`src/port_select_pkg.sv`:
```
// constants for the converter output port block
package port_select_pkg;
	localparam int ADDR_W = 8;
	localparam int DATA_W = 32;
	localparam int RESULT_W = 16;
	localparam int CHANNELS = 6;
	localparam int STREAM_W = 48;
	localparam int PIN_W = 20;
	// result registers, one per channel, then status
	localparam logic [7:0] ADDR_RESULT_A0 = 8'h00;
	localparam logic [7:0] ADDR_RESULT_A1 = 8'h04;
	localparam logic [7:0] ADDR_RESULT_B0 = 8'h08;
	localparam logic [7:0] ADDR_RESULT_B1 = 8'h0C;
	localparam logic [7:0] ADDR_RESULT_C0 = 8'h10;
	localparam logic [7:0] ADDR_RESULT_C1 = 8'h14;
	localparam logic [7:0] ADDR_STATUS = 8'h18;
	localparam logic [15:0] RESULT_RESET = 16'h0000;
	localparam logic [1:0] RESP_OKAY = 2'b00;
	localparam logic [1:0] RESP_SLVERR = 2'b10;
	// shared bus line positions
	localparam int LINE_CHAIN_EN = 7;
	localparam int LINE_BYTE_ORDER = 7;
	localparam int LINE_SCLK = 6;
	localparam int LINE_CHAIN_A = 5;
	localparam int LINE_CHAIN_B = 4;
	localparam int LINE_CHAIN_C = 3;
	localparam int LINE_SEL_C = 2;
	localparam int LINE_SEL_B = 1;
	localparam int LINE_SEL_A = 0;
	localparam int LINE_OUT_C = 10;
	localparam int LINE_OUT_B = 9;
	localparam int LINE_OUT_A = 8;
	// synchronised pin vector: {rd_n, cs_fs_n, word_byte, interface, bus[15:0]}
	localparam int PIN_RD = 19;
	localparam int PIN_FS = 18;
	localparam int PIN_WORD_BYTE = 17;
	localparam int PIN_IFACE = 16;
	localparam logic [19:0] PIN_RESET = 20'hC_0000;
	localparam logic [15:0] OE_WORD = 16'hFFFF;
	localparam logic [15:0] OE_BYTE = 16'hFF00;
	localparam logic [2:0] LAST_CHANNEL = 3'h5;
	typedef enum logic [2:0] {
		LINK_IDLE = 3'b001,
		LINK_PAR = 3'b010,
		LINK_SER = 3'b100
	} link_state_type;
endpackage : port_select_pkg

```
`src/pin_sync.sv`:
```
// three-stage pin synchroniser with agreement filter
`timescale 1ns/10ps
module pin_sync #(
	parameter int WIDTH = 20,
	parameter logic [WIDTH-1:0] RESET_VALUE = '0
) (
	input wire logic aclk,
	input wire logic aresetn,
	input wire logic [WIDTH-1:0] pin,
	output logic [WIDTH-1:0] level
);
	logic [WIDTH-1:0] stage1;
	logic [WIDTH-1:0] stage2;
	logic [WIDTH-1:0] stage3;
	// stage1 feeds only stage2; a change counts once stage2 and stage3 agree
	always_ff @(posedge aclk) begin
		if (!aresetn) begin
			stage1 <= RESET_VALUE;
			stage2 <= RESET_VALUE;
			stage3 <= RESET_VALUE;
			level <= RESET_VALUE;
		end else begin
			stage1 <= pin;
			stage2 <= stage1;
			stage3 <= stage2;
			for (int i = 0; i < WIDTH; i++) begin
				if (stage2[i] == stage3[i]) begin
					level[i] <= stage3[i];
				end
			end
		end
	end
endmodule : pin_sync

```
`src/adc_output_port_select.sv`:
```
// converter output port: strap-selected parallel and serial result paths
// Function
// byte mode, byte order strap high: upper half of result out first on lines 15:8.
// byte mode, byte order strap low: lower half of result out first on lines 15:8.
// serial with chaining: line 5 is the chained input behind pair A's stream.
// line 4 chains into pair B only when pair-B select and chaining are high.
// line 3 chains into pair C only when pair-C select and chaining are high.
// serial: pair-C output enabled by its select strap, disabled when low.
// serial: pair-B output enabled by its select strap, disabled when low.
// word mode: shared lines 0 to 7 are ordinary bidirectional data bits.
// host drives serial clock on line 6; device shifts with it.
// interface strap low picks parallel, high picks serial; sets every shared pin.
// pair-C select low: pair C data also follow on pair-B serial output.
// host keeps pair-A select high so pair-A output stays active.
// byte mode: second half of result appears on the next read strobe.
`timescale 1ns/10ps
module adc_output_port_select (
	input wire logic aclk,
	input wire logic aresetn,
	input wire logic [7:0] s_axi_awaddr,
	input wire logic s_axi_awvalid,
	output logic s_axi_awready,
	input wire logic [31:0] s_axi_wdata,
	input wire logic [3:0] s_axi_wstrb,
	input wire logic s_axi_wvalid,
	output logic s_axi_wready,
	output logic [1:0] s_axi_bresp,
	output logic s_axi_bvalid,
	input wire logic s_axi_bready,
	input wire logic [7:0] s_axi_araddr,
	input wire logic s_axi_arvalid,
	output logic s_axi_arready,
	output logic [31:0] s_axi_rdata,
	output logic [1:0] s_axi_rresp,
	output logic s_axi_rvalid,
	input wire logic s_axi_rready,
	input wire logic interface_type_strap,
	input wire logic word_byte_strap,
	input wire logic frame_select_n,
	input wire logic read_strobe_n,
	input wire logic [15:0] parallel_bus_line_in,
	output logic [15:0] parallel_bus_line_out,
	output logic [15:0] parallel_bus_line_oe
);
	logic [19:0] pins;
	logic [15:0] result [port_select_pkg::CHANNELS];
	logic [7:0] aw_addr;
	logic aw_held;
	logic [31:0] w_data;
	logic [3:0] w_strb;
	logic w_held;
	port_select_pkg::link_state_type link_state;
	port_select_pkg::link_state_type next_link_state;
	logic [2:0] read_index;
	logic second_half;
	logic sclk_prev;
	logic rd_prev;
	logic fs_prev;
	logic [47:0] stream_a;
	logic [47:0] stream_b;
	logic [47:0] stream_c;

	pin_sync #(.WIDTH(port_select_pkg::PIN_W), .RESET_VALUE(port_select_pkg::PIN_RESET)) u_sync (
		.aclk(aclk),
		.aresetn(aresetn),
		.pin({read_strobe_n, frame_select_n, word_byte_strap, interface_type_strap,
			parallel_bus_line_in}),
		.level(pins)
	);

	function automatic logic [2:0] chan_of(input logic [7:0] addr);
		chan_of = addr[4:2];
	endfunction : chan_of

	function automatic logic mapped(input logic [7:0] addr);
		mapped = (addr[1:0] == 2'b00) && (addr <= port_select_pkg::ADDR_RESULT_C1);
	endfunction : mapped

	// shared pin meanings
	wire serial_sel = pins[port_select_pkg::PIN_IFACE];
	wire byte_mode = pins[port_select_pkg::PIN_WORD_BYTE];
	wire fs_n = pins[port_select_pkg::PIN_FS];
	wire rd_n = pins[port_select_pkg::PIN_RD];
	wire byte_order_strap = pins[port_select_pkg::LINE_BYTE_ORDER];
	wire chain_enable_strap = pins[port_select_pkg::LINE_CHAIN_EN];
	wire sel_a = pins[port_select_pkg::LINE_SEL_A];
	wire sel_b = pins[port_select_pkg::LINE_SEL_B];
	wire sel_c = pins[port_select_pkg::LINE_SEL_C];
	wire serial_clock = pins[port_select_pkg::LINE_SCLK];
	wire chain_in_pair_a = chain_enable_strap & pins[port_select_pkg::LINE_CHAIN_A];
	wire chain_in_pair_b = chain_enable_strap & sel_b & pins[port_select_pkg::LINE_CHAIN_B];
	wire chain_in_pair_c = chain_enable_strap & sel_c & pins[port_select_pkg::LINE_CHAIN_C];
	wire sclk_fall = sclk_prev && !serial_clock;
	wire frame_start = fs_prev && !fs_n;
	wire rd_rise = !rd_prev && rd_n;
	wire par_read = (link_state == port_select_pkg::LINK_PAR) && !fs_n && !rd_n;
	wire [15:0] cur_word = result[read_index];
	wire show_high = byte_order_strap ^ second_half;
	wire [7:0] cur_byte = show_high ? cur_word[15:8] : cur_word[7:0];

	// register bus: write address and data taken in either order
	wire do_write = aw_held && w_held && !s_axi_bvalid;
	assign s_axi_awready = !aw_held && !s_axi_bvalid;
	assign s_axi_wready = !w_held && !s_axi_bvalid;
	assign s_axi_arready = !s_axi_rvalid;
	wire [15:0] wmask = {{8{w_strb[1]}}, {8{w_strb[0]}}};
	wire [31:0] status_word = {20'h0_0000, second_half, read_index, chain_enable_strap, sel_c,
		sel_b, sel_a, byte_order_strap, byte_mode, serial_sel, link_state == port_select_pkg::LINK_SER};

	always_ff @(posedge aclk) begin
		if (!aresetn) begin
			aw_held <= 1'b0;
			w_held <= 1'b0;
			aw_addr <= 8'h00;
			w_data <= 32'h0000_0000;
			w_strb <= 4'h0;
			s_axi_bvalid <= 1'b0;
			s_axi_bresp <= port_select_pkg::RESP_OKAY;
			s_axi_rvalid <= 1'b0;
			s_axi_rresp <= port_select_pkg::RESP_OKAY;
			s_axi_rdata <= 32'h0000_0000;
			for (int i = 0; i < port_select_pkg::CHANNELS; i++) begin
				result[i] <= port_select_pkg::RESULT_RESET;
			end
		end else begin
			if (s_axi_awvalid && s_axi_awready) begin
				aw_held <= 1'b1;
				aw_addr <= s_axi_awaddr;
			end
			if (s_axi_wvalid && s_axi_wready) begin
				w_held <= 1'b1;
				w_data <= s_axi_wdata;
				w_strb <= s_axi_wstrb;
			end
			if (do_write) begin
				aw_held <= 1'b0;
				w_held <= 1'b0;
				s_axi_bvalid <= 1'b1;
				s_axi_bresp <= (mapped(aw_addr) || aw_addr == port_select_pkg::ADDR_STATUS) ?
					port_select_pkg::RESP_OKAY : port_select_pkg::RESP_SLVERR;
				if (mapped(aw_addr)) begin
					result[chan_of(aw_addr)] <= (result[chan_of(aw_addr)] & ~wmask) |
						(w_data[15:0] & wmask);
				end
			end else if (s_axi_bvalid && s_axi_bready) begin
				s_axi_bvalid <= 1'b0;
			end
			if (s_axi_arvalid && s_axi_arready) begin
				s_axi_rvalid <= 1'b1;
				s_axi_rresp <= port_select_pkg::RESP_OKAY;
				if (mapped(s_axi_araddr)) begin
					s_axi_rdata <= {16'h0000, result[chan_of(s_axi_araddr)]};
				end else if (s_axi_araddr == port_select_pkg::ADDR_STATUS) begin
					s_axi_rdata <= status_word;
				end else begin
					s_axi_rdata <= 32'h0000_0000;
					s_axi_rresp <= port_select_pkg::RESP_SLVERR;
				end
			end else if (s_axi_rvalid && s_axi_rready) begin
				s_axi_rvalid <= 1'b0;
			end
		end
	end

	// link mode follows the interface strap, re-read between frames only
	always_comb begin
		case (link_state)
			port_select_pkg::LINK_IDLE: begin
				next_link_state = serial_sel ? port_select_pkg::LINK_SER : port_select_pkg::LINK_PAR;
			end
			port_select_pkg::LINK_PAR: begin
				next_link_state = (serial_sel && fs_n) ? port_select_pkg::LINK_IDLE : link_state;
			end
			port_select_pkg::LINK_SER: begin
				next_link_state = (!serial_sel && fs_n) ? port_select_pkg::LINK_IDLE : link_state;
			end
			default: begin
				next_link_state = port_select_pkg::LINK_IDLE;
			end
		endcase
	end

	always_ff @(posedge aclk) begin
		if (!aresetn) begin
			link_state <= port_select_pkg::LINK_IDLE;
			sclk_prev <= 1'b0;
			rd_prev <= 1'b1;
			fs_prev <= 1'b1;
		end else begin
			link_state <= next_link_state;
			sclk_prev <= serial_clock;
			rd_prev <= rd_n;
			fs_prev <= fs_n;
		end
	end

	// parallel read walk: chip select high restarts at channel A0
	always_ff @(posedge aclk) begin
		if (!aresetn || fs_n || link_state != port_select_pkg::LINK_PAR) begin
			read_index <= 3'h0;
			second_half <= 1'b0;
		end else if (rd_rise) begin
			if (byte_mode && !second_half) begin
				second_half <= 1'b1;
			end else begin
				second_half <= 1'b0;
				read_index <= (read_index == port_select_pkg::LAST_CHANNEL) ? 3'h0 : 3'(read_index + 3'h1);
			end
		end
	end

	// serial streams: load at frame start, shift on serial clock fall
	always_ff @(posedge aclk) begin
		if (!aresetn) begin
			stream_a <= 48'h0000_0000_0000;
			stream_b <= 48'h0000_0000_0000;
			stream_c <= 48'h0000_0000_0000;
		end else if (link_state == port_select_pkg::LINK_SER && frame_start) begin
			stream_a <= {result[0], result[1], sel_c ? 16'h0000 : result[4]};
			stream_b <= {result[2], result[3], sel_c ? 16'h0000 : result[5]};
			stream_c <= {result[4], result[5], 16'h0000};
		end else if (link_state == port_select_pkg::LINK_SER && !fs_n && sclk_fall) begin
			stream_a <= {stream_a[46:0], chain_in_pair_a};
			stream_b <= {stream_b[46:0], chain_in_pair_b};
			stream_c <= {stream_c[46:0], chain_in_pair_c};
		end
	end

	// pin drive; strap-held lines 7:0 are driven back only during word-mode reads
	always_ff @(posedge aclk) begin
		if (!aresetn) begin
			parallel_bus_line_out <= 16'h0000;
			parallel_bus_line_oe <= 16'h0000;
		end else if (link_state == port_select_pkg::LINK_SER) begin
			parallel_bus_line_out <= {5'h00, stream_c[47], stream_b[47], stream_a[47], 8'h00};
			parallel_bus_line_oe <= {5'h00, sel_c, sel_b, sel_a, 8'h00};
		end else if (par_read && byte_mode) begin
			parallel_bus_line_out <= {cur_byte, 8'h00};
			parallel_bus_line_oe <= port_select_pkg::OE_BYTE;
		end else if (par_read) begin
			parallel_bus_line_out <= cur_word;
			parallel_bus_line_oe <= port_select_pkg::OE_WORD;
		end else begin
			parallel_bus_line_out <= 16'h0000;
			parallel_bus_line_oe <= 16'h0000;
		end
	end
endmodule : adc_output_port_select

```
`config.mk`:
```
export PLATFORM = sky130hd
export DESIGN_NAME = adc_output_port_select
export DESIGN_NICKNAME = d
export VERILOG_FILES = /design/src/port_select_pkg.sv /design/src/pin_sync.sv /design/src/adc_output_port_select.sv
export SDC_FILE = /design/constraint.sdc
export NUM_CORES = 1
export LEC_CHECK = 0
export ABC_AREA = 1
export BUFFER_PORTS_ARGS = -buffer_cell sky130_fd_sc_hd__buf_4
export CELL_PAD_IN_SITES_DETAIL_PLACEMENT = 0
export CELL_PAD_IN_SITES_GLOBAL_PLACEMENT = 1
export CORE_ASPECT_RATIO = 1.25
export CORE_UTILIZATION = 41
export CTS_CLUSTER_SIZE = 10
export DETAILED_ROUTE_END_ITERATION = 7
export PLACE_DENSITY = 0.73
export SLEW_MARGIN = 20
export SYNTH_ARGS = -nofsm -noshare
export SYNTH_HDL_FRONTEND = slang
export SYNTH_HIERARCHICAL = 1
export SYNTH_SLANG_ARGS = --single-unit
```
`constraint.sdc`:
```
create_clock -name aclk -period 2.1 [get_ports aclk]
set_input_delay 0 -clock aclk [delete_from_list [all_inputs] [get_ports aclk]]
set_output_delay 0 -clock aclk [all_outputs]
set_load 0.01 [all_outputs]
```
==> impl_metrics.yaml <==
status:
  run_status: "completed"
floorplan:
  core_area_um2: 44300
  fp.dieH_um: 240
  start_util: 0.419
  row_count: 86
  die_area_um2: 46100
  ios: 152
  die_w_um: 192
worst_setup_path:
  r2r_setup_slack_ns: 0.16
  critPathKind: "reg2reg"
  cp.depth: 8
  crit_slowest_cell: "inv_2"
  worst_path_dominant_cell_family: "buffers and inverters"
  timing.rr.start: "link_state[2]"
  cp_cell_sequence: "inv_1 -> nor3_4 -> nand3_2 -> inv_2 -> buf_4 -> nor3_1 -> o21ai_0 -> inv_1"
  r2r_end: "stream_c[19]"
  cp-end-kind: "flop"
  cpMostUsedCell: "inv_1"
  crit_required_ns: 2.59
  max_stage_delay_ns: 0.40
  crit_buf_inv: 4
  startpoint_type: "flop"
  worst_r2r_path_depth: 8
  crit_path_max_fanout: 15
  critPathArrivalTime_ns: 2.43
power:
  p_sw_mw: 4.36
  p_leak_nw: 9.23
  peakVddDrop_uv: 604
  power_frac_clock: 0.425
  power_frac_comb: 0.089
  total_power_mw: 17.4
  p_int_mw: 13.0
  p_sw_frac: 0.251
  cellPowerDensity_nw_per_um2: 777
  pwr-share-seq: 0.486
route:
  drt_wl_total_um: 64600
  drcViolationCount: 0
  first_pass_iters: 5
  viasPerCell: 5.46
  drtIter0Drc: 1589
  drtAntennaViolNets: 0
  vias: 17400
  routedWlPerCell_um: 20.3
global_route:
  grt_pass1_vias: 16200
  overflow: 0
  antenna_found_initial: 0
  grt_max_degree: 110
  grt_pass1_wl_um: 97200
  grt_usage: 0.282
placed_design:
  post-place-ws_ns: -0.0237
  placed_cells: 3031
  placed_area_um2: 20300
  place_congestion: 0.937
  hpwl_um: 45300
  port_buffers: 107
sta:
  maxSlewHeadroom: 0.416
  fin_skew_ns: 0.0146
  finalCritPeriodShare: 0.926
  final_hold_viol_count: 0
  rsz0062_at_grt: "yes"
  tightest_slew_ns: 0.866
  max_freq_mhz: 515
  setup_slack_ns: 0.156
  finalCriticalPeriod_ns: 1.94
  slew_violations: 0
  finalSetupViolCount: 0
cells_and_area:
  final_area_um2: 22400
  layoutNonFillerInstCount: 3178
  layout-drive-gt1-share: 0.109
  num-fill-cells: 4295
  num_antenna_cells: 0
  nets: 2663
  postLayoutCoreUtil: 0.506
  syn_to_final_growth_pct: 20.7
clock_network:
  clock_latency_ns: 0.59
  cts-root-buf: "clkbuf_16"
  cts_tree: "yes"
  cts.path.max_buffers: 3
  cts.clk_slew.worst_paths_ns: 0.06
  cts_buffers: 47
  post_cts_buffers: 0
  htreeDepth: 2
  cts.sinks: 405
hold_path:
  hold-path-cell-count: 5
  min-delay-start: "s_axi_wvalid"
  hold_class: "in2reg"
  hold_end: "w_data[0]"
yosys:
  ys_warn_count: 6
  synth_area_per_cell_um2: 7.72
  synth_cells: 2405
  syn_area_um2: 18600
run:
  maxCapViolations: 0
layout make-up:
cell class,count,area [µm²],share of cell area
clock buffers,67,1280,0.0572
flip-flops and latches,405,9390,0.419
multi-input cells,1604,7510,0.335
clock inverters,4,57.6,0.00257
inverters,253,950,0.0424
well taps,572,716,0.0319
repair buffers,273,2510,0.112
worst register-to-register path, delay by kind of cell (launching register included):
kind | cells | cell delay [ns]
AO/OA/AOI/OAI | 1 | 0.19
AND/OR/NAND/NOR | 3 | 0.50
buffers and inverters | 4 | 0.82
flip-flops | 1 | 0.33
per-layer routing:
| layer | wire, µm | track usage |
|---|---|---|
| met4 | 3000 | 0.131 |
| met5 | 0 | 0 |
| met1 | 27000 | 0.369 |
| met3 | 4580 | 0.0380 |
| met2 | 30000 | 0.458 |
state kept, by name, summed over array words and instances, names as in the netlist, 2 cells and up, named ones only:
name,flops
result,128
stream_a,48
stream_b,48
stream_c,48
parallel_bus_line_out,16
s_axi_rdata,16
w_data,16
u_sync/level,12
u_sync/stage1,12
u_sync/stage2,12
u_sync/stage3,12
aw_addr,8
parallel_bus_line_oe,5
link_state,3
read_index,3
w_strb,2
worst max path at each step:
stage	startpoint	end	slack, ns
after CTS	aw_addr[5]	result[7][8]	0.05
after global placement	aw_addr[5]	result[1][8]	-0.02
after global routing	aw_addr[5]	result[0][11]	-0.008
after detailed placement	aw_addr[5]	result[5][8]	-0.02
final	link_state[2]	stream_c[19]	0.16
after floorplan	s_axi_bvalid	result[3][0]	0.006
cells in the final DEF (no fill, tap or decap), types with 12 or more instances in the layout:
master and count:
nand2_1 356, o21ai_0 318, dfxtp_1 274, nor2_1 262, inv_1 243, a21oi_1 200
buf_4 175, nand3_1 158, edfxtp_1 128, nor3_1 125, dlygate4sd3_1 76, conb_1 50
o211ai_1 47, clkbuf_16 47, buf_12 21, clkbuf_1 17, nand2_2 13, a22oi_1 12
power groups by stage:
stage / Sequential, mW / Combinational (mW) / Clock, mW
after detailed placement: 8.62 / 1.39 / 0
after CTS: 8.46 / 1.52 / 7.55
after global placement: 8.62 / 1.38 / 0
final: 8.46 / 1.55 / 7.40
after floorplan: 8.55 / 0.847 / 0
after global routing: 8.48 / 1.70 / 7.85
stage by stage:
step	hold WS [ns]	setup TNS (ns)
3_3_place_gp	0.181	-0.128
3_5_place_dp	0.186	-0.148
2_1_floorplan	0.0848	0
4_1_cts	0.00190	0
5_1_grt	0.0248	-0.0158
6_report	0.00745	0
timing repair:
action                     4_1_cts  5_1_grt
hold endpoints to repair        96        0
setup endpoints to repair        8       83
hold buffers                    76        0
gates resized for setup          1       17
Power figures use the tool's default switching activity.
